## config.mk

```make
export PLATFORM = sky130hd
export DESIGN_NAME = pmbs_sequencer
export DESIGN_NICKNAME = d
export VERILOG_FILES = /design/src/rtl/pmbs_pkg.sv /design/src/rtl/pmbs_sync.sv /design/src/rtl/pmbs_sequencer.sv
export VERILOG_INCLUDE_DIRS = /design/src /design/src/rtl
export SDC_FILE = /design/constraint.sdc
export NUM_CORES = 1
export LEC_CHECK = 0
export BUFFER_PORTS_ARGS = -buffer_cell sky130_fd_sc_hd__buf_2
export CAP_MARGIN = 30
export CORE_MARGIN = 5
export CORE_UTILIZATION = 49
export DETAILED_ROUTE_END_ITERATION = 6
export MAX_ROUTING_LAYER = met4
export PLACE_DENSITY = 0.72
export SLEW_MARGIN = 20
export SYNTH_ARGS = -nofsm -noshare
export SYNTH_HDL_FRONTEND = slang
export SYNTH_SLANG_ARGS = --single-unit
export TNS_END_PERCENT = 100
```

## constraint.sdc

```tcl
create_clock -name i_clock -period 1.55 [get_ports i_clock]
set_input_delay 0.0775 -clock i_clock [delete_from_list [all_inputs] [get_ports i_clock]]
set_output_delay 0.0775 -clock i_clock [all_outputs]
set_load 0.005 [all_outputs]
```

## src/rtl/pmbs_params.svh

```systemverilog
// constants for the power-mode and boot sequencer
// assumes nothing; definitions only
`ifndef PMBS_PARAMS_SVH
`define PMBS_PARAMS_SVH
`define PMBS_BOOT_SERIAL    1'h0
`define PMBS_BOOT_FLASH     1'h1
`define PMBS_SRAM_STEP_KB   8
`define PMBS_SRAM_MAX_KB    32
`define PMBS_SRAM_SEL_W     2
`define PMBS_SRAM_BANKS     4
`define PMBS_SRAM_BASE_MASK 4'h1
`define PMBS_EXT_WAKE_W     3
`define PMBS_RST_HOLD_NS    400
`define PMBS_CLK_PERIOD_NS  100
`define PMBS_RST_HOLD_CYC   ((`PMBS_RST_HOLD_NS + `PMBS_CLK_PERIOD_NS - 1) / `PMBS_CLK_PERIOD_NS)
`endif

```

## src/rtl/pmbs_pkg.sv

```systemverilog
// types shared by the power-mode and boot sequencer
// assumes the constants header is included by users of numbers
package pmbs_pkg;
  typedef enum logic [1:0] {
    PMBS_MODE_ACTIVE,
    PMBS_MODE_CORE_GATED,
    PMBS_MODE_HIBERNATE,
    PMBS_MODE_SHUTDOWN
  } pmbs_mode_e;

  typedef struct packed {
    logic       ext_wake_irq_en;
    logic       serial_receive_wake_en;
    logic       seconds_clock_en;
    logic       fine_clock_en;
  } pmbs_wake_cfg_s;

  typedef struct packed {
    logic [2:0] ext_wake_irq;
    logic       serial_receive_wake;
    logic       seconds_clock;
    logic       fine_clock;
  } pmbs_wake_src_s;

  typedef struct packed {
    logic       pin_poweron;
    logic       pin_external;
    logic       watchdog_unit;
    logic       software;
  } pmbs_rst_cause_s;
endpackage

```

## src/rtl/pmbs_sync.sv

```systemverilog
// three-stage synchroniser; a change counts once stages two and three agree
// assumes the input is asynchronous to i_clock
`timescale 1ns/1ps
module pmbs_sync #(
  parameter int WIDTH = 1
) (
  // clock, reset and enable
  input  wire logic             i_clock,
  input  wire logic             i_resetn,
  input  wire logic             i_enable,
  // data
  input  wire logic [WIDTH-1:0] i_async,
  output logic      [WIDTH-1:0] o_sync
);
  logic [WIDTH-1:0] s1_reg;
  logic [WIDTH-1:0] s2_reg;
  logic [WIDTH-1:0] s3_reg;
  logic [WIDTH-1:0] out_reg;
  logic [WIDTH-1:0] out_next;

  initial begin
    if (WIDTH < 1) $error("pmbs_sync: WIDTH must be positive");
  end

  always_comb begin
    out_next = out_reg;
    for (int i = 0; i < WIDTH; i++) begin
      if (s2_reg[i] == s3_reg[i]) begin
        out_next[i] = s3_reg[i];
      end
    end
  end

  always_ff @(posedge i_clock or negedge i_resetn) begin
    if (!i_resetn) begin
      s1_reg  <= '0;
      s2_reg  <= '0;
      s3_reg  <= '0;
      out_reg <= '0;
    end else if (i_enable) begin
      s1_reg  <= i_async;
      s2_reg  <= s1_reg;
      s3_reg  <= s2_reg;
      out_reg <= out_next;
    end
  end

  assign o_sync = out_reg;
endmodule

```

## src/rtl/pmbs_sequencer.sv

```systemverilog
// power-mode and boot sequencer: boot strap capture, mode control, wake, reset collection
// assumes a single 10 MHz clock; wake and strap pins are asynchronous, core requests are synchronous
//
// Summary of operation
// the boot select pin is caught after power-up or hard reset and a low level selects serial download.
// boot mode value 0 means serial download and value 1 means flash boot.
// in active mode every peripheral clock may be enabled under its own gating.
// in core-gated mode the core clock stops while system clocks and dma keep running.
// hibernate keeps logic state, selected sram and pin levels, and may keep both clocks running.
// hibernate wakes on an external interrupt, serial receive or either real-time clock event.
// shutdown powers everything down and wakes only on three external interrupts or the seconds clock.
// the seconds clock may stay enabled in shutdown so its event wakes the device periodically.
// pad levels are held in hibernate and shutdown, pad configuration is kept only in hibernate.
// after reset every general-purpose pin is high impedance until software configures it.
// a watchdog expiry that software failed to prevent becomes a system reset or an interrupt.
// hibernate sram retention is 8 to 32 kB in 8 kB steps, with the base 8 kB always kept.
// four reset sources are accepted: external pin, power-on, watchdog and software.
// the instruction cache is flagged invalid after waking from hibernate.
// the core requests low-power entry, and any enabled wake event returns the system to active, except serial receive and fine clock in shutdown.
`timescale 1ns/1ps
`include "pmbs_params.svh"
module pmbs_sequencer #(
  parameter int EXT_W    = `PMBS_EXT_WAKE_W,
  parameter int BANKS    = `PMBS_SRAM_BANKS,
  parameter int HOLD_CYC = `PMBS_RST_HOLD_CYC
) (
  // clock, reset, enable
  input  wire logic                     i_clock,
  input  wire logic                     i_resetn,
  input  wire logic                     i_clock_enable,
  // pins and reset requests
  input  wire logic                     i_boot_select_pin,
  input  wire logic                     i_hard_reset_pin,
  input  wire logic                     i_soft_reset_req,
  input  wire logic                     i_watchdog_expired,
  input  wire logic                     i_watchdog_irq_mode,
  // core mode requests
  input  wire logic                     i_req_valid,
  input  wire pmbs_pkg::pmbs_mode_e     i_req_mode,
  input  wire logic [`PMBS_SRAM_SEL_W-1:0] i_sram_keep_sel,
  input  wire logic                     i_pad_cfg_done,
  // wake sources and enables
  input  wire pmbs_pkg::pmbs_wake_src_s i_wake,
  input  wire pmbs_pkg::pmbs_wake_cfg_s i_wake_cfg,
  // status and controls
  output pmbs_pkg::pmbs_mode_e          o_mode,
  output logic                          o_boot_flash,
  output logic                          o_boot_done,
  output logic                          o_core_clk_en,
  output logic                          o_sys_clk_en,
  output logic                          o_periph_clk_allow,
  output logic                          o_logic_power_en,
  output logic                          o_analog_power_en,
  output logic                          o_state_retain,
  output logic [BANKS-1:0]              o_sram_retain,
  output logic                          o_pad_hold,
  output logic                          o_pad_cfg_keep,
  output logic                          o_gpio_tristate,
  output logic                          o_seconds_clock_run,
  output logic                          o_fine_clock_run,
  output logic                          o_icache_invalidate,
  output logic                          o_system_reset,
  output logic                          o_watchdog_irq,
  output pmbs_pkg::pmbs_rst_cause_s     o_reset_cause
);
  localparam int ASYNC_W = EXT_W + 5;

  initial begin
    if (EXT_W != `PMBS_EXT_WAKE_W) $error("pmbs_sequencer: EXT_W must match the three wake inputs");
    if (BANKS * `PMBS_SRAM_STEP_KB != `PMBS_SRAM_MAX_KB) $error("pmbs_sequencer: BANKS must cover 32 kB");
    if (HOLD_CYC < 1 || HOLD_CYC > 12) $error("pmbs_sequencer: HOLD_CYC must lie in 1 to 12");
  end

  // asynchronous pins go through the three-stage synchroniser
  logic [ASYNC_W-1:0] async_raw;
  logic [ASYNC_W-1:0] async_sync;
  assign async_raw = {i_boot_select_pin, i_hard_reset_pin, i_wake};

  pmbs_sync #(.WIDTH(ASYNC_W)) u_sync (
    .i_clock  (i_clock),
    .i_resetn (i_resetn),
    .i_enable (i_clock_enable),
    .i_async  (async_raw),
    .o_sync   (async_sync)
  );

  logic                     boot_pin_s;
  logic                     hard_rst_s;
  pmbs_pkg::pmbs_wake_src_s wake_s;
  assign boot_pin_s = async_sync[ASYNC_W-1];
  assign hard_rst_s = async_sync[ASYNC_W-2];
  assign wake_s     = async_sync[ASYNC_W-3:0];

  // boot strap and reset collection
  logic [3:0]                 settle_reg;
  logic [3:0]                 settle_next;
  logic                       boot_done_reg;
  logic                       boot_done_next;
  logic                       boot_flash_reg;
  logic                       boot_flash_next;
  logic                       sys_rst_reg;
  logic                       sys_rst_next;
  logic                       wdt_irq_reg;
  logic                       wdt_irq_next;
  pmbs_pkg::pmbs_rst_cause_s  cause_reg;
  pmbs_pkg::pmbs_rst_cause_s  cause_next;
  logic                       rst_req;

  // settle counter covers the synchroniser latency before the strap is trusted
  always_comb begin
    settle_next     = settle_reg;
    boot_done_next  = boot_done_reg;
    boot_flash_next = boot_flash_reg;
    cause_next      = cause_reg;
    wdt_irq_next    = 1'b0;
    rst_req         = hard_rst_s || i_soft_reset_req || (i_watchdog_expired && !i_watchdog_irq_mode);
    sys_rst_next    = rst_req;
    if (rst_req) begin
      settle_next    = 4'h0;
      boot_done_next = 1'b0;
      cause_next     = '{pin_poweron: 1'b0, pin_external: hard_rst_s,
                         watchdog_unit: i_watchdog_expired && !i_watchdog_irq_mode,
                         software: i_soft_reset_req};
    end else if (!boot_done_reg) begin
      if (settle_reg == 4'(HOLD_CYC + 3)) begin
        boot_done_next  = 1'b1;
        boot_flash_next = boot_pin_s ? `PMBS_BOOT_FLASH : `PMBS_BOOT_SERIAL;
      end else begin
        settle_next = settle_reg + 4'h1;
      end
    end
    if (i_watchdog_expired && i_watchdog_irq_mode) begin
      wdt_irq_next = 1'b1;
    end
  end

  always_ff @(posedge i_clock or negedge i_resetn) begin
    if (!i_resetn) begin
      settle_reg     <= 4'h0;
      boot_done_reg  <= 1'b0;
      boot_flash_reg <= `PMBS_BOOT_FLASH;
      sys_rst_reg    <= 1'b0;
      wdt_irq_reg    <= 1'b0;
      cause_reg      <= '{pin_poweron: 1'b1, default: 1'b0};
    end else if (i_clock_enable) begin
      settle_reg     <= settle_next;
      boot_done_reg  <= boot_done_next;
      boot_flash_reg <= boot_flash_next;
      sys_rst_reg    <= sys_rst_next;
      wdt_irq_reg    <= wdt_irq_next;
      cause_reg      <= cause_next;
    end
  end

  // mode state machine
  pmbs_pkg::pmbs_mode_e mode_reg;
  pmbs_pkg::pmbs_mode_e mode_next;
  logic [BANKS-1:0]     sram_reg;
  logic [BANKS-1:0]     sram_next;
  logic                 gpio_tri_reg;
  logic                 gpio_tri_next;
  logic                 icache_reg;
  logic                 icache_next;
  logic                 sec_run_reg;
  logic                 sec_run_next;
  logic                 fine_run_reg;
  logic                 fine_run_next;
  logic                 wake_hib;
  logic                 wake_sd;

  // wake terms only count enabled sources; the fine clock cannot reach shutdown
  assign wake_hib = (i_wake_cfg.ext_wake_irq_en && |wake_s.ext_wake_irq)
                 || (i_wake_cfg.serial_receive_wake_en && wake_s.serial_receive_wake)
                 || (i_wake_cfg.seconds_clock_en && wake_s.seconds_clock)
                 || (i_wake_cfg.fine_clock_en && wake_s.fine_clock);
  assign wake_sd  = (i_wake_cfg.ext_wake_irq_en && |wake_s.ext_wake_irq)
                 || (i_wake_cfg.seconds_clock_en && wake_s.seconds_clock);

  always_comb begin
    mode_next     = mode_reg;
    sram_next     = sram_reg;
    gpio_tri_next = gpio_tri_reg;
    icache_next   = 1'b0;
    sec_run_next  = sec_run_reg;
    fine_run_next = fine_run_reg;
    if (i_pad_cfg_done) begin
      gpio_tri_next = 1'b0;
    end
    case (mode_reg)
      pmbs_pkg::PMBS_MODE_ACTIVE, pmbs_pkg::PMBS_MODE_CORE_GATED: begin
        if (mode_reg == pmbs_pkg::PMBS_MODE_CORE_GATED && wake_hib) begin
          mode_next = pmbs_pkg::PMBS_MODE_ACTIVE;
        end else if (i_req_valid && boot_done_reg) begin
          mode_next = i_req_mode;
          if (i_req_mode == pmbs_pkg::PMBS_MODE_HIBERNATE) begin
            // base bank always kept, extra banks by selection
            for (int b = 0; b < BANKS; b++) begin
              sram_next[b] = (b <= int'(i_sram_keep_sel));
            end
          end
          sec_run_next  = i_wake_cfg.seconds_clock_en;
          fine_run_next = i_wake_cfg.fine_clock_en && i_req_mode != pmbs_pkg::PMBS_MODE_SHUTDOWN;
        end
      end
      pmbs_pkg::PMBS_MODE_HIBERNATE: begin
        if (wake_hib) begin
          mode_next   = pmbs_pkg::PMBS_MODE_ACTIVE;
          icache_next = 1'b1;
        end
      end
      pmbs_pkg::PMBS_MODE_SHUTDOWN: begin
        if (wake_sd) begin
          mode_next     = pmbs_pkg::PMBS_MODE_ACTIVE;
          icache_next   = 1'b1;
          gpio_tri_next = 1'b1; // configuration is lost
        end
      end
      default: mode_next = pmbs_pkg::PMBS_MODE_ACTIVE;
    endcase
    if (sys_rst_reg) begin
      mode_next     = pmbs_pkg::PMBS_MODE_ACTIVE;
      gpio_tri_next = 1'b1;
    end
  end

  always_ff @(posedge i_clock or negedge i_resetn) begin
    if (!i_resetn) begin
      mode_reg     <= pmbs_pkg::PMBS_MODE_ACTIVE;
      sram_reg     <= BANKS'(`PMBS_SRAM_BASE_MASK);
      gpio_tri_reg <= 1'b1;
      icache_reg   <= 1'b0;
      sec_run_reg  <= 1'b0;
      fine_run_reg <= 1'b0;
    end else if (i_clock_enable) begin
      mode_reg     <= mode_next;
      sram_reg     <= sram_next;
      gpio_tri_reg <= gpio_tri_next;
      icache_reg   <= icache_next;
      sec_run_reg  <= sec_run_next;
      fine_run_reg <= fine_run_next;
    end
  end

  // registered controls decoded from the mode; one cycle behind mode_reg
  logic [9:0] ctl_reg;
  logic [9:0] ctl_next;
  logic [BANKS-1:0] sram_out_reg;
  logic [BANKS-1:0] sram_out_next;
  always_comb begin
    case (mode_reg)
      pmbs_pkg::PMBS_MODE_ACTIVE:     ctl_next = 10'b1111000010;
      pmbs_pkg::PMBS_MODE_CORE_GATED: ctl_next = 10'b0111000010;
      pmbs_pkg::PMBS_MODE_HIBERNATE:  ctl_next = 10'b0000111110;
      pmbs_pkg::PMBS_MODE_SHUTDOWN:   ctl_next = 10'b0000001000;
      default:                        ctl_next = 10'b1111000010;
    endcase
    sram_out_next = ctl_next[4] ? sram_next : '0;
  end

  always_ff @(posedge i_clock or negedge i_resetn) begin
    if (!i_resetn) begin
      ctl_reg      <= 10'b1111000010;
      sram_out_reg <= '0;
    end else if (i_clock_enable) begin
      ctl_reg      <= ctl_next;
      sram_out_reg <= sram_out_next;
    end
  end

  // bits: core, sys, periph, analog pwr, state, sram gate, pad hold, pad cfg, logic pwr
  assign o_mode              = mode_reg;
  assign o_boot_flash        = boot_flash_reg;
  assign o_boot_done         = boot_done_reg;
  assign o_core_clk_en       = ctl_reg[9];
  assign o_sys_clk_en        = ctl_reg[8];
  assign o_periph_clk_allow  = ctl_reg[7];
  assign o_logic_power_en    = ctl_reg[1];
  assign o_analog_power_en   = ctl_reg[6];
  assign o_state_retain      = ctl_reg[5];
  assign o_sram_retain       = sram_out_reg;
  assign o_pad_hold          = ctl_reg[3];
  assign o_pad_cfg_keep      = ctl_reg[2];
  assign o_gpio_tristate     = gpio_tri_reg;
  assign o_seconds_clock_run = sec_run_reg;
  assign o_fine_clock_run    = fine_run_reg;
  assign o_icache_invalidate = icache_reg;
  assign o_system_reset      = sys_rst_reg;
  assign o_watchdog_irq      = wdt_irq_reg;
  assign o_reset_cause       = cause_reg;

  // assertions
  property p_boot_low_serial;
    @(posedge i_clock) disable iff (!i_resetn)
      $rose(boot_done_reg) |-> boot_flash_reg == $past(boot_pin_s);
  endproperty
  a_boot_low_serial: assert property (p_boot_low_serial) else $error("boot mode not taken from strap");

  property p_boot_code;
    @(posedge i_clock) disable iff (!i_resetn)
      $rose(boot_done_reg) && !$past(boot_pin_s) |-> boot_flash_reg == 1'b0;
  endproperty
  a_boot_code: assert property (p_boot_code) else $error("low strap must give boot code 0");

  property p_active_clocks;
    @(posedge i_clock) disable iff (!i_resetn)
      i_clock_enable && mode_reg == pmbs_pkg::PMBS_MODE_ACTIVE ##1 i_clock_enable |-> o_core_clk_en && o_periph_clk_allow;
  endproperty
  a_active_clocks: assert property (p_active_clocks) else $error("active mode lost its clocks");

  property p_core_gated;
    @(posedge i_clock) disable iff (!i_resetn)
      i_clock_enable && mode_reg == pmbs_pkg::PMBS_MODE_CORE_GATED ##1 i_clock_enable |-> !o_core_clk_en && o_sys_clk_en;
  endproperty
  a_core_gated: assert property (p_core_gated) else $error("core-gated clocks wrong");

  property p_hib_wake;
    @(posedge i_clock) disable iff (!i_resetn)
      i_clock_enable && mode_reg == pmbs_pkg::PMBS_MODE_HIBERNATE && wake_hib && !sys_rst_reg
        |=> mode_reg == pmbs_pkg::PMBS_MODE_ACTIVE && o_icache_invalidate;
  endproperty
  a_hib_wake: assert property (p_hib_wake) else $error("hibernate did not wake");

  property p_sd_serial_ignored;
    @(posedge i_clock) disable iff (!i_resetn)
      mode_reg == pmbs_pkg::PMBS_MODE_SHUTDOWN && !wake_sd && !sys_rst_reg |=> mode_reg == pmbs_pkg::PMBS_MODE_SHUTDOWN;
  endproperty
  a_sd_serial_ignored: assert property (p_sd_serial_ignored) else $error("shutdown left without a legal wake");

  property p_sram_base;
    @(posedge i_clock) disable iff (!i_resetn)
      sram_reg[0];
  endproperty
  a_sram_base: assert property (p_sram_base) else $error("base sram bank not retained");

  property p_wdt_reset;
    @(posedge i_clock) disable iff (!i_resetn)
      i_clock_enable && i_watchdog_expired && !i_watchdog_irq_mode |=> o_system_reset ##1 !i_clock_enable || o_gpio_tristate;
  endproperty
  a_wdt_reset: assert property (p_wdt_reset) else $error("watchdog expiry gave no reset");
endmodule

```

-- Word-level counts from Yosys, hierarchy flattened
Cells that the tools add are included.
- output and inout port bits: 26
- bits in registers: 68
- bits in latches: 0
- bits of input ports: 24
- memories kept: 0
- logic and storage cells: 113
- bits in read-only memories: 0
- bits in writable memories: 0
- bitwise gates (word level): 3
- reductions and logical operators: 32
- $lt $le $gt $ge: 3
- div/mod/pow operators: 0
- equality and inequality tests: 19
- shift-type cells: 0
- multipliers: 0
- add/subtract/negate cells: 1
- multiplexer cells: 27
- operator list (cell ; number):
    10-bit one-hot mux with 4 select lines ; 1
    4-bit two-way mux ; 8
    2-bit AND reduction ; 9
    4-bit AND reduction ; 3
    1-bit two-way mux ; 11
    2-bit two-way mux ; 5
    1-bit logical AND ; 9
    1-bit equality test ; 8
    2-bit equality test (second input constant) ; 3
    1-bit logical OR ; 6
    3-bit != test (second input constant) ; 2
    2-bit one-hot mux with 3 select lines ; 1
    4-bit by 1-bit adder with 4-bit output (second input constant) ; 1
    4-bit by 3-bit equality test with 1-bit output (second input constant) ; 1
    2-bit <= comparator (first input constant) ; 2
    2-bit != test (second input constant) ; 2
    4-bit != test (second input constant) ; 1
    1-bit NOT ; 3
    3-bit AND reduction ; 1
    3-bit OR reduction ; 1
    2-bit by 1-bit equality test with 1-bit output (second input constant) ; 1
    1-bit by 2-bit <= comparator with 1-bit output (first input constant) ; 1
    2-bit zero test ; 1
    2-bit by 1-bit != test with 1-bit output (second input constant) ; 1
    other kinds (3) ; 3

-- Depth between registers and ports, before layout
Gate-level depths: netlist of the first run.
- depth after elaboration: 9
- gate-level depth with buffers: 6
- mapped depth without buffers: 5

-- Cells and area by module
Synthesis of the first run repeated with hierarchy kept, for this count alone.
- cells, all modules: 219
- area total of the unflattened synthesis: 2726.4 um^2
- by module, submodules not included (module ; sequential area each (um^2) ; cells each ; area each (um^2) ; instances):
    pmbs_sequencer ; 784.5 ; 131 ; 1440.1 ; 1
    pmbs_sync ; 800.8 ; 88 ; 1286.2 ; 1

-- Least setup slack after synthesis of the first run
No wires, ideal clock.
- path type: register -> register
- start point: reg u_sync.out_reg[4] (netlist: u_sync.o_sync[4])
- end point: reg sram_reg[2]
- path slack: -92 ps
- arrival time: 1517 ps
- buffers on the path: 0
- clock period less this slack: 1642 ps
- library setup time: 125 ps
- data required time: 1425 ps
- cell stages (with the launch flop): 5
- path through: dfrtp_1 -> o31ai_4 -> a31oi_2 -> nor4_4 -> mux2_4
- longest elaborated chain between the ends: 8
- ends and longest elaborated chain (element ; line ; RTL):
    start, declared ; pmbs_sync.sv:18 ; logic [WIDTH-1:0] out_reg;
    start signal, assigned ; pmbs_sync.sv:44 ; out_reg <= out_next;
    3-bit OR reduction ; pmbs_sequencer.sv:172 ; assign wake_hib = (i_wake_cfg.ext_wake_irq_en && |wake_s.ext_wake_irq)
    1-bit logical AND ; pmbs_sequencer.sv:172 ;
    1-bit logical OR ; pmbs_sequencer.sv:173 ; || (i_wake_cfg.serial_receive_wake_en && wake_s.serial_receive_wake)
    1-bit logical OR ; pmbs_sequencer.sv:174 ; || (i_wake_cfg.seconds_clock_en && wake_s.seconds_clock)
    1-bit logical OR ; pmbs_sequencer.sv:175 ; || (i_wake_cfg.fine_clock_en && wake_s.fine_clock);
    1-bit logical AND ; pmbs_sequencer.sv:191 ; if (mode_reg == pmbs_pkg::PMBS_MODE_CORE_GATED && wake_hib) begin
    4-bit two-way mux ; pmbs_sequencer.sv:191 ;
    4-bit two-way mux ; pmbs_sequencer.sv:189 ; case (mode_reg)
    end signal, assigned ; pmbs_sequencer.sv:229 ; sram_reg <= BANKS'(`PMBS_SRAM_BASE_MASK);
    end signal, assigned ; pmbs_sequencer.sv:236 ; sram_reg <= sram_next;
    end, declared ; pmbs_sequencer.sv:158 ; logic [BANKS-1:0] sram_reg;
No other way between the ends.
A chain may end at the register's enable or synchronous reset.

-- Final worst setup path of the first run
- start point: reg u_sync.out_reg[4] (netlist: u_sync.o_sync[4])
- end point: reg fine_run_reg (netlist: o_fine_clock_run)
- longest elaborated chain between the ends: 8
- ends and longest elaborated chain (element ; line ; RTL):
    3-bit OR reduction ; pmbs_sequencer.sv:172 ;
    1-bit logical AND ; pmbs_sequencer.sv:172 ;
    1-bit logical OR ; pmbs_sequencer.sv:173 ;
    1-bit logical OR ; pmbs_sequencer.sv:174 ;
    1-bit logical OR ; pmbs_sequencer.sv:175 ;
    1-bit logical AND ; pmbs_sequencer.sv:191 ;
    1-bit NOT (no source line) ; - ;
    4-bit AND reduction (no source line) ; - ;
    end signal, assigned ; pmbs_sequencer.sv:240 ; fine_run_reg <= fine_run_next;
    end, declared ; pmbs_sequencer.sv:166 ; logic fine_run_reg;
No other way between the ends.

==> flow_metrics.py, run 1 <==
metrics = {
    "logic_synthesis": {
        "synth-async-reset-ratio_pct": 100.0,
        "synth_ff_type": "dfrtp_1",
        "synth.area.top_cells": "dfrtp_1 52%, mux2_2 12%, dfstp_2 6.8%, a21oi_1 3.3%, nor2_1 2.2%",
        "seq_area_frac_synth_pct": 58.93,
        "synthesis.nets": 252,
        "synth_top_area_share_pct": 52.09,
        "avgSynthCellArea_sq_um": 11.85,
        "ys_types": 40,
        "ys_ff_latch": 63,
        "synth_area_sq_um": 2690,
        "synth_edf_count": 0,
        "ys_warn_count": 0,
        "synth_top_area_cell": "dfrtp_1",
        "synth_cells": 227,
    },
    "setup_path": {
        "rr_worst_depth": 4,
        "critPathKind": "reg -> reg",
        "cp-start-kind": "flop",
        "rr_endpoint": "o_fine_clock_run$_DFFE_PN0P_",
        "end_kind": "flop",
        "required_ns": 1.78,
        "reg2reg_from": "u_sync.o_sync[4]$_DFFE_PN0P_",
        "r2r_slack_ns": -0.05,
        "worstPathArrival_ns": 1.83,
        "worstPathMaxFanout": 3,
    },
    "die": {
        "die_w_um": 84.10,
        "io_pins": 50,
        "die_h_um": 84.10,
        "start_util_pct": 49.77,
        "core_area_sq_um": 5405,
        "die-area_sq_um": 7072,
        "rows": 27,
    },
    "worst_hold_path": {
        "min_delay_path_depth": 2,
        "hold_end": "sram_reg[2]$_DFFE_PN0P_",
        "hold_start": "i_sram_keep_sel[1]",
        "hold_class": "in -> reg",
    },
    "finish": {
        "fin_nets": 336,
        "multiInputGateArea_sq_um": 1036,
        "syn_to_final_growth_pct": 30.88,
        "regArea_sq_um": 1585,
        "final_util_pct": 65.14,
        "n_fill_cell": 455,
        "antenna_cells": 0,
        "drive_gt1_share_pct": 41.14,
    },
    "timing": {
        "finalHoldViolations": 0,
        "period_minus_slack_ns": 1.598,
        "finalWorstSetupSlack_ns": -0.04823,
        "max-slew-margin-rel_pct": 61.99,
        "worst_slew_pin_slew_ns": 0.5702,
        "fmax_mhz": 625.7,
        "timing.final.setup_violations": 4,
        "post-route-period-util_pct": 103.1,
        "slew_violations": 0,
        "rsz0062_at_grt": "true",
        "tns_ns": -0.1504,
        "fin_skew_ns": 0.004935,
    },
    "routing": {
        "totalWireLength_mm": 5.424,
        "route.antenna.remaining_nets": 0,
        "vias": 2009,
        "post_drt_wl_per_cell_um": 13.98,
        "drt_iter0_markers": 92,
        "drc_errors": 0,
        "firstDrtPassIters": 6,
        "viasPerCell": 5.178,
    },
    "placement": {
        "place.gp.congestion": 0.7996,
        "port_buffers": 49,
        "hpwl_mm": 3.801,
    },
    "clock_network": {
        "clk_latency_ns": 0.34,
        "cts-root-buf": "clkbuf_8",
        "clock_sinks": 63,
        "cts_tree": "built",
        "htreeDepth": 3,
        "cts_buffers": 9,
        "cts_buffer_depth": 2,
        "path_clk_slew_ns": 0.07,
    },
    "run_status": {
        "failed_checks": "negative setup slack",
        "status": "finished with violations",
    },
    "global_route": {
        "grt_max_degree": 32,
        "grt_overflow": 0,
        "grt_pass1_wl_mm": 9.170,
        "grt_pass1_vias": 1962,
        "antenna_found_initial": 0,
        "grt_usage_pct": 17.00,
    },
    "flow_run": {
        "maxCapViolations": 0,
    },
    "power": {
        "ir_drop_mv": 0.6670,
        "p_leak_uw": 0.001651,
        "power_density_nw_per_um2": 1148,
    },
}
-- layout make-up --
| type | count | area share (%) |
|---|---|---|
| clock buffers | 10 | 3.909 |
| well taps | 72 | 2.559 |
| multi-input cells | 139 | 29.42 |
| repair buffers | 85 | 15.99 |
| inverters | 13 | 1.386 |
| flip-flops and latches | 63 | 45.02 |
| clock inverters | 6 | 1.706 |
-- metrics by stage --
step / hold slack [ns] / setup slack (ns) / power [uW] / instance area [sq um] / std cells
6_report: 0.01030 / -0.04823 / 4043 / 3521 / 388
5_1_grt: 0.01090 / -0.09795 / 4259 / 3521 / 388
2_1_floorplan: -0.2181 / -0.09199 / 2318 / 2690 / 227
4_1_cts: 0.001597 / -0.03611 / 4079 / 3482 / 386
3_3_place_gp: 0.09728 / -0.1178 / 2572 / 3123 / 355
3_5_place_dp: 0.1033 / -0.1646 / 2605 / 3123 / 355
-- power by group --
group          internal, uW  total (uW)  switching, uW  leakage (uW)
Combinational           368         659            291      0.000780
Clock                   776        1410            633     0.0000981
Sequential             1840        1970            134      0.000774
-- metal layers --
metal / wire length, um / share of wire [%] / global-route usage (%) / vias to the layer above
met1: 2421 / 45 / 21.31 / 971
met2: 2480 / 46 / 24.89 / 65
met4: 150 / 2.8 / 10.09 / 0
met3: 372 / 6.9 / 4.146 / 14
li1: - / - / - / 959
met5: 0 / 0 / - / -
-- worst max path at each step --
stage                                       startpoint  slack [ns]                               to
after floorplan           u_sync.o_sync[4]$_DFFE_PN0P_       -0.09          sram_reg[2]$_DFFE_PN0P_
after detailed placement  u_sync.o_sync[4]$_DFFE_PN0P_       -0.16     o_fine_clock_run$_DFFE_PN0P_
final                     u_sync.o_sync[4]$_DFFE_PN0P_       -0.05     o_fine_clock_run$_DFFE_PN0P_
after global placement    u_sync.o_sync[4]$_DFFE_PN0P_       -0.12  o_seconds_clock_run$_DFFE_PN0P_
after CTS                 u_sync.o_sync[5]$_DFFE_PN0P_       -0.04     o_fine_clock_run$_DFFE_PN0P_
after global routing      u_sync.o_sync[4]$_DFFE_PN0P_        -0.1     o_fine_clock_run$_DFFE_PN0P_
-- synthesized netlist by cell type (all sizes together) (2+ instances only) --
master   n
a21oi   18
a22o     3
a31oi    2
a32o     3
and2     3
buf      7
clkbuf   5
dfrtp   56
dfstp    7
inv     13
mux2    29
mux2i    3
nand2   15
nand2b   9
nand3    5
nor2    16
nor2b    2
nor3b    2
o21ai    6
o22ai    5
o31ai    3
xor2     2
-- critical path, stage by stage (launching register included) --
cell	delay (ns)
dfrtp_1	0.41
o31ai_4	0.31
a31oi_4	0.17
nor3b_4	0.27
mux2_4	0.32
-- placed cells by master (no fill, tap or decap), types with 2 or more instances in the layout --
master,instances
dlygate4sd3_1,14
dfrtp_1,56
nand2b_1,9
o22ai_1,5
mux2_2,26
clkinvlp_4,2
buf_2,49
nor2b_1,2
xor2_1,2
inv_1,13
o21ai_0,6
mux2_4,3
nand2_1,15
dfstp_2,7
a32o_1,3
and2_1,3
clkinv_2,3
buf_4,21
nor2_1,16
a21oi_1,18
clkbuf_8,10
nand3_1,5
a22o_1,3
o31ai_1,2
mux2i_1,3
-- cell families (layout without fill, tap and decap cells) --
family                   Yosys count  count (layout)  synth area share, %
AO/OA/AOI/OAI                     45              45                11.26
XOR/XNOR                           2               2               0.6513
multiplexers                      32              32                13.40
adder cells (fa/ha/maj)            1               1               0.4650
flip-flops                        63              63                58.93
AND/OR/NAND/NOR                   59              59                11.35
buffers and inverters             25             114                3.953
-- timing repair --
action	4_1_cts	5_1_grt
setup endpoints to repair	7	8
setup buffers	1	2
resized for setup	2	5
hold buffers	14	0
pin swaps	1	5
endpoints found under the hold margin	30	0
Note: power is estimated with default switching activity, not from simulation.
==> run 2: changes to the inputs <==
--- a/config.mk
+++ b/config.mk
@@ -6,12 +6,12 @@
 export SDC_FILE = /design/constraint.sdc
 export NUM_CORES = 1
 export LEC_CHECK = 0
+export ABC_AREA = 1
 export BUFFER_PORTS_ARGS = -buffer_cell sky130_fd_sc_hd__buf_2
 export CAP_MARGIN = 30
 export CORE_MARGIN = 5
 export CORE_UTILIZATION = 49
 export DETAILED_ROUTE_END_ITERATION = 6
-export MAX_ROUTING_LAYER = met4
 export PLACE_DENSITY = 0.72
 export SLEW_MARGIN = 20
 export SYNTH_ARGS = -nofsm -noshare
==> run 2 against run 1 <==
- the flow now finishes without violations
- clock-buffer cell count increased by 2
- largest cell class unchanged
- core utilization down 3.8 points
- sequential power is 5% higher
- synthesized cell count grew 36%
- die area shrank 0.42%
- combinational power increased by 9.3%
==> flow_metrics.py, run 2 <==
metrics = {
    "logic_synthesis": {
        "synth_ff_type": "dfrtp_1",
        "synth_area_sq_um": 2678,
        "ys_warn_count": 0,
        "ys_ff_latch": 63,
        "synth.area.top_cells": "dfrtp_1 52%, nand2_1 13%, o21ai_0 7.5%, dfstp_2 6.9%, inv_1 5.3%",
        "ys_types": 23,
        "avgSynthCellArea_sq_um": 8.665,
        "synthesis.nets": 334,
        "synth_top_area_cell": "dfrtp_1",
        "synth_cells": 309,
        "synth_edf_count": 0,
        "yosys-top-cells-count": "91 x nand2_1, 56 x dfrtp_1, 40 x o21ai_0",
        "synth_most_common_cell": "nand2_1",
        "synth_top_area_share_pct": 52.34,
        "synth-async-reset-ratio_pct": 100.0,
        "seq_area_frac_synth_pct": 59.21,
    },
    "finish": {
        "fin_nets": 400,
        "final_cells": 452,
        "final_util_pct": 61.32,
        "syn_to_final_growth_pct": 23.79,
        "layout_commonest_cell": "nand2_1",
        "n_fill_cell": 496,
        "final_cell_mix": "91 x nand2_1, 56 x dfrtp_1, 49 x buf_2, 40 x o21ai_0, 38 x inv_1",
        "drive_gt1_share_pct": 21.58,
        "antenna_cells": 0,
    },
    "clock_network": {
        "path_clk_slew_ns": 0.07,
        "cts_buffers": 9,
        "clk_latency_ns": 0.33,
        "htreeDepth": 3,
        "cts-root-buf": "clkbuf_8",
        "cts_tree": "built",
        "cts_setup_buffers": 0,
        "cts_resized": 0,
        "cts_buffer_depth": 2,
        "cts_hold_buf": 12,
        "clock_sinks": 63,
    },
    "setup_path": {
        "critPathSlowestCell": "dfrtp_1",
        "rr_worst_depth": 8,
        "critPathKind": "reg -> reg",
        "worstPathMaxFanout": 6,
        "r2r_slack_ns": 0.19,
        "cp_slowest_stage_delay_ns": 0.38,
        "path_cells": "nor2_1 -> nand2_1 -> nand2_1 -> nand3_1 -> nand2_2 -> nand4_1 -> nand2_1 -> o21ai_1",
        "end_kind": "flop",
        "reg2reg_from": "u_sync.o_sync[4]$_DFFE_PN0P_",
        "cp-start-kind": "flop",
        "required_ns": 1.76,
        "rr_endpoint": "o_fine_clock_run$_DFFE_PN0P_",
        "worstPathArrival_ns": 1.57,
        "crit_top_cell": "nand2_1",
    },
    "worst_hold_path": {
        "hold_class": "in -> reg",
        "hold_end": "sram_reg[3]$_DFFE_PN0P_",
        "min_delay_path_depth": 3,
        "hold_start": "i_sram_keep_sel[0]",
    },
    "global_route": {
        "antenna_found_initial": 0,
        "grt_pass1_vias": 2243,
        "grt_usage_pct": 17.34,
        "grt_overflow": 0,
        "grt_max_degree": 64,
        "grt_pass1_wl_mm": 9.804,
    },
    "routing": {
        "firstDrtPassIters": 4,
        "post_drt_wl_per_cell_um": 11.98,
        "drt_iter0_markers": 113,
        "drc_errors": 0,
        "vias": 2150,
        "viasPerCell": 4.757,
        "totalWireLength_mm": 5.416,
        "route.antenna.remaining_nets": 0,
    },
    "power": {
        "p_leak_uw": 0.001784,
        "power_density_nw_per_um2": 1260,
        "ir_drop_mv": 0.5631,
    },
    "timing": {
        "tns_ns": 0,
        "worst_slew_pin_slew_ns": 0.3233,
        "period_minus_slack_ns": 1.356,
        "rsz0062_at_grt": "false",
        "fmax_mhz": 737.4,
        "post-route-period-util_pct": 87.49,
        "max-slew-margin-rel_pct": 78.45,
        "finalHoldViolations": 0,
        "slew_violations": 0,
        "timing.final.setup_violations": 0,
        "fin_skew_ns": 0.007147,
    },
    "placement": {
        "port_buffers": 49,
        "place.gp.congestion": 0.8748,
        "dp.cells": 423,
        "hpwl_mm": 3.743,
    },
    "die": {
        "io_pins": 50,
        "die-area_sq_um": 7043,
        "die_w_um": 83.92,
        "start_util_pct": 49.54,
        "die_h_um": 83.92,
        "rows": 27,
        "core_area_sq_um": 5405,
    },
    "flow_run": {
        "maxCapViolations": 0,
    },
    "run_status": {
        "status": "finished, final reports clean",
    },
}
run 2: stage by stage:
step                power, uW  worst slack, ns  hold WS, ns  instance area, sq um
CTS                      4213           0.1965     0.001498                  3304
floorplan                2512           0.3928      -0.2181                  2678
finish                   4176           0.1939      0.01105                  3314
global route             4440          0.02878      0.01670                  3314
detailed placement       2804           0.2103       0.1135                  2994
global placement         2770           0.2527       0.1124                  2994
run 2: how the worst max path moves through the flow:
stage	startpoint	endpoint	slack (ns)
floorplan	settle_reg[0]$_DFFE_PN0P_	settle_reg[2]$_DFFE_PN0P_	0.39
global placement	u_sync.o_sync[4]$_DFFE_PN0P_	sram_reg[3]$_DFFE_PN0P_	0.25
detailed placement	u_sync.o_sync[4]$_DFFE_PN0P_	o_fine_clock_run$_DFFE_PN0P_	0.21
CTS	u_sync.o_sync[3]$_DFFE_PN0P_	o_fine_clock_run$_DFFE_PN0P_	0.20
global route	u_sync.o_sync[4]$_DFFE_PN0P_	o_seconds_clock_run$_DFFE_PN0P_	0.03
finish	u_sync.o_sync[4]$_DFFE_PN0P_	o_fine_clock_run$_DFFE_PN0P_	0.19
run 2: layout make-up:
class	instances	area (sq um)	share of cell area, %
clock buffer	12	145.1	4.379
clock inverter	4	45.04	1.359
inverter	39	146.4	4.417
multi-input combinational	195	877.1	26.46
sequential	63	1585	47.83
tap	72	90.09	2.718
timing repair buffer	67	425.4	12.84
run 2: cells by family after synthesis:
logic type      synth area share [%]
xor+xnor                      0.3272
simple gates                   21.73
fa+ha+maj                     0.4672
flops                          59.21
compound gates                 10.23
buf+inv                        8.038
run 2: metal layers:
metal  part of all wire, %  global-route usage, %  vias to the layer above
li1                      -                      -                     1103
met4                   1.9                  8.333                        0
met5                     0                      0                        -
met3                   4.3                  4.442                       11
met2                    46                  28.49                       48
met1                    48                  21.24                      988
run 2: critical path, delay by kind of cell, from the launching register on:
family	cells	cell delay (ns)
compound gates	1	0.06
flops	1	0.38
simple gates	7	0.80
run 2: where the power goes:
group	switching (uW)	total, uW	internal, uW
logic	417	720	303
registers	172	2070	1900
clock network	602	1380	780
==> run 3: changes to the inputs <==
--- a/config.mk
+++ b/config.mk
@@ -6,7 +6,6 @@
 export SDC_FILE = /design/constraint.sdc
 export NUM_CORES = 1
 export LEC_CHECK = 0
-export ABC_AREA = 1
 export BUFFER_PORTS_ARGS = -buffer_cell sky130_fd_sc_hd__buf_2
 export CAP_MARGIN = 30
 export CORE_MARGIN = 5
==> run 3 against run 2 <==
- the run now ends with negative setup slack left
- wire length is 0.18% higher
- sequential cell count did not move
- largest power group unchanged
- die area rose by 0.42%
==> flow_metrics.py, run 3 (synthesis results as in run 1) <==
metrics = {
    "power": {
        "p_seq_share_pct": 48.8,
        "ir_drop_mv": 0.6667,
        "pwr-share-clk_pct": 34.9,
        "p_switching_uw": 1059,
        "p_comb_share_pct": 16.3,
        "p_leak_uw": 0.001651,
        "power_density_nw_per_um2": 1149,
        "intPower_uw": 2985,
        "swShare_pct": 26.18,
    },
    "die": {
        "die_w_um": 84.10,
        "io_pins": 50,
        "rows": 27,
        "die-area_sq_um": 7072,
        "core_area_sq_um": 5405,
        "start_util_pct": 49.77,
        "die_h_um": 84.10,
    },
    "finish": {
        "final_area_sq_um": 3521,
        "antenna_cells": 0,
        "syn_to_final_growth_pct": 30.88,
        "final_cell_mix": "56 x dfrtp_1, 49 x buf_2, 26 x mux2_2, 21 x buf_4, 18 x a21oi_1",
        "layout_commonest_cell": "dfrtp_1",
        "final_util_pct": 65.14,
        "final_cells": 388,
        "drive_gt1_share_pct": 41.14,
        "fin_nets": 336,
    },
    "timing": {
        "slew_violations": 0,
        "timing.final.setup_violations": 4,
        "finalWorstSetupSlack_ns": -0.04496,
        "worst_slew_pin_slew_ns": 0.5704,
        "fmax_mhz": 627.0,
        "fin_skew_ns": 0.006015,
        "finalHoldViolations": 0,
        "period_minus_slack_ns": 1.595,
        "max-slew-margin-rel_pct": 61.97,
        "rsz0062_at_grt": "true",
        "post-route-period-util_pct": 102.9,
    },
    "setup_path": {
        "critPathKind": "reg -> reg",
        "required_ns": 1.78,
        "path_cells": "o31ai_4 -> a31oi_4 -> nor3b_4 -> mux2_4",
        "critPathSlowestCell": "dfrtp_1",
        "reg2reg_from": "u_sync.o_sync[4]$_DFFE_PN0P_",
        "cp_slowest_stage_delay_ns": 0.41,
        "worstPathArrival_ns": 1.82,
        "cp-start-kind": "flop",
        "end_kind": "flop",
        "worstPathMaxFanout": 3,
        "crit_start": "u_sync.o_sync[4]$_DFFE_PN0P_",
    },
    "global_route": {
        "grt_overflow": 0,
        "grt_pass1_wl_mm": 9.170,
        "grt_max_degree": 32,
        "grt_usage_pct": 16.53,
        "antenna_found_initial": 0,
        "grt_pass1_vias": 1962,
    },
    "run_status": {
        "failed_checks": "negative setup slack",
        "status": "finished with violations",
    },
    "routing": {
        "route.antenna.remaining_nets": 0,
        "drc_errors": 0,
        "vias": 2019,
        "totalWireLength_mm": 5.426,
        "drt_iter0_markers": 82,
        "firstDrtPassIters": 7,
        "viasPerCell": 5.204,
        "post_drt_wl_per_cell_um": 13.98,
    },
    "clock_network": {
        "cts_tree": "built",
        "clock_sinks": 63,
        "cts-root-buf": "clkbuf_8",
        "path_clk_slew_ns": 0.07,
        "htreeDepth": 3,
        "cts_buffer_depth": 2,
        "clk_latency_ns": 0.34,
        "cts_buffers": 9,
    },
    "worst_hold_path": {
        "hold_start": "i_sram_keep_sel[1]",
        "hold_class": "in -> reg",
    },
    "placement": {
        "port_buffers": 49,
        "place.gp.congestion": 0.7886,
        "dp.cells": 355,
        "post-place-ws_ns": -0.1646,
        "hpwl_mm": 3.801,
        "placed_cell_area_sq_um": 3123,
    },
    "flow_run": {
        "maxCapViolations": 0,
    },
}
==> run 3: changes by cell type in the layout (fill, tap and decap cells not counted), sizes merged, moves of 15 or more <==
cell,previous run,this run
o21ai,45,6
mux2,0,29
inv,39,13
nand2,94,15
buf,54,71
a21oi,3,18
==> run 3: per-layer routing <==
| metal | vias to the layer above | part of all wire, % | global-route usage [%] |
|---|---|---|---|
| li1 | 961 | - | - |
| met1 | 981 | 45 | 21.31 |
| met2 | 64 | 46 | 24.89 |
| met3 | 13 | 6.7 | 4.146 |
| met4 | 0 | 2.7 | 10.09 |
| met5 | - | 0 | 0 |
==> run 3: final cells by class <==
| class | instances | area (sq um) |
|---|---|---|
| Sequential cell | 63 | 1585 |
| Inverter | 13 | 48.80 |
| Tap cell | 72 | 90.09 |
| Clock buffer | 10 | 137.6 |
| Multi-Input combinational cell | 139 | 1036 |
| Fill cell | 455 | 1884 |
| Timing Repair Buffer | 85 | 563.0 |
| Clock inverter | 6 | 60.06 |
==> run 3: stage by stage <==
step / hold slack, ns / TNS (ns) / total power (uW)
final: 0.01380 / -0.1497 / 4044
after global routing: 0.008304 / -0.4132 / 4262
after CTS: 0.001597 / -0.1434 / 4079
after detailed placement: 0.1033 / -0.4469 / 2605
after global placement: 0.09728 / -0.2913 / 2572
after floorplan: -0.2181 / -0.2324 / 2318
==> run 3: timing repair <==
item                                    4_1_cts  5_1_grt
endpoints found under the setup margin        7        8
hold buffers                                 14        0
buffers inserted                              1        2
endpoints found under the hold margin        30        0
pin swaps                                     1        5
resized for setup                             2        5
==> run 3: worst paths after layout <==
path,endpoint,slack (ns),depth (start not counted)
worst max-delay path,o_fine_clock_run$_DFFE_PN0P_,-0.04,4
worst min register to register,o_gpio_tristate$_DFFE_PN1P_,0.46,2
min in group asynchronous,o_sram_retain[2]$_DFFE_PN0P_,0.26,2
worst max register to register,o_fine_clock_run$_DFFE_PN0P_,-0.04,4
max in group asynchronous,o_reset_cause[3]$_DFFE_PN1P_,0.65,3
worst min-delay path,sram_reg[2]$_DFFE_PN0P_,0.01,2
==> run 3: worst max-delay path, delay by kind of cell, from the launching register on <==
kind | cells | cell delay (ns)
AO/OA/AOI/OAI | 2 | 0.48
flip-flops | 1 | 0.41
multiplexers | 1 | 0.32
AND/OR/NAND/NOR | 1 | 0.28
==> run 3: power by group through the flow <==
stage                     clock, uW  combinational (uW)  sequential (uW)
after floorplan                   0                 333             1980
after global placement            0                 584             1990
after detailed placement          0                 604             2000
after CTS                      1460                 650             1970
after global routing           1530                 734             2000
final                          1410                 660             1970
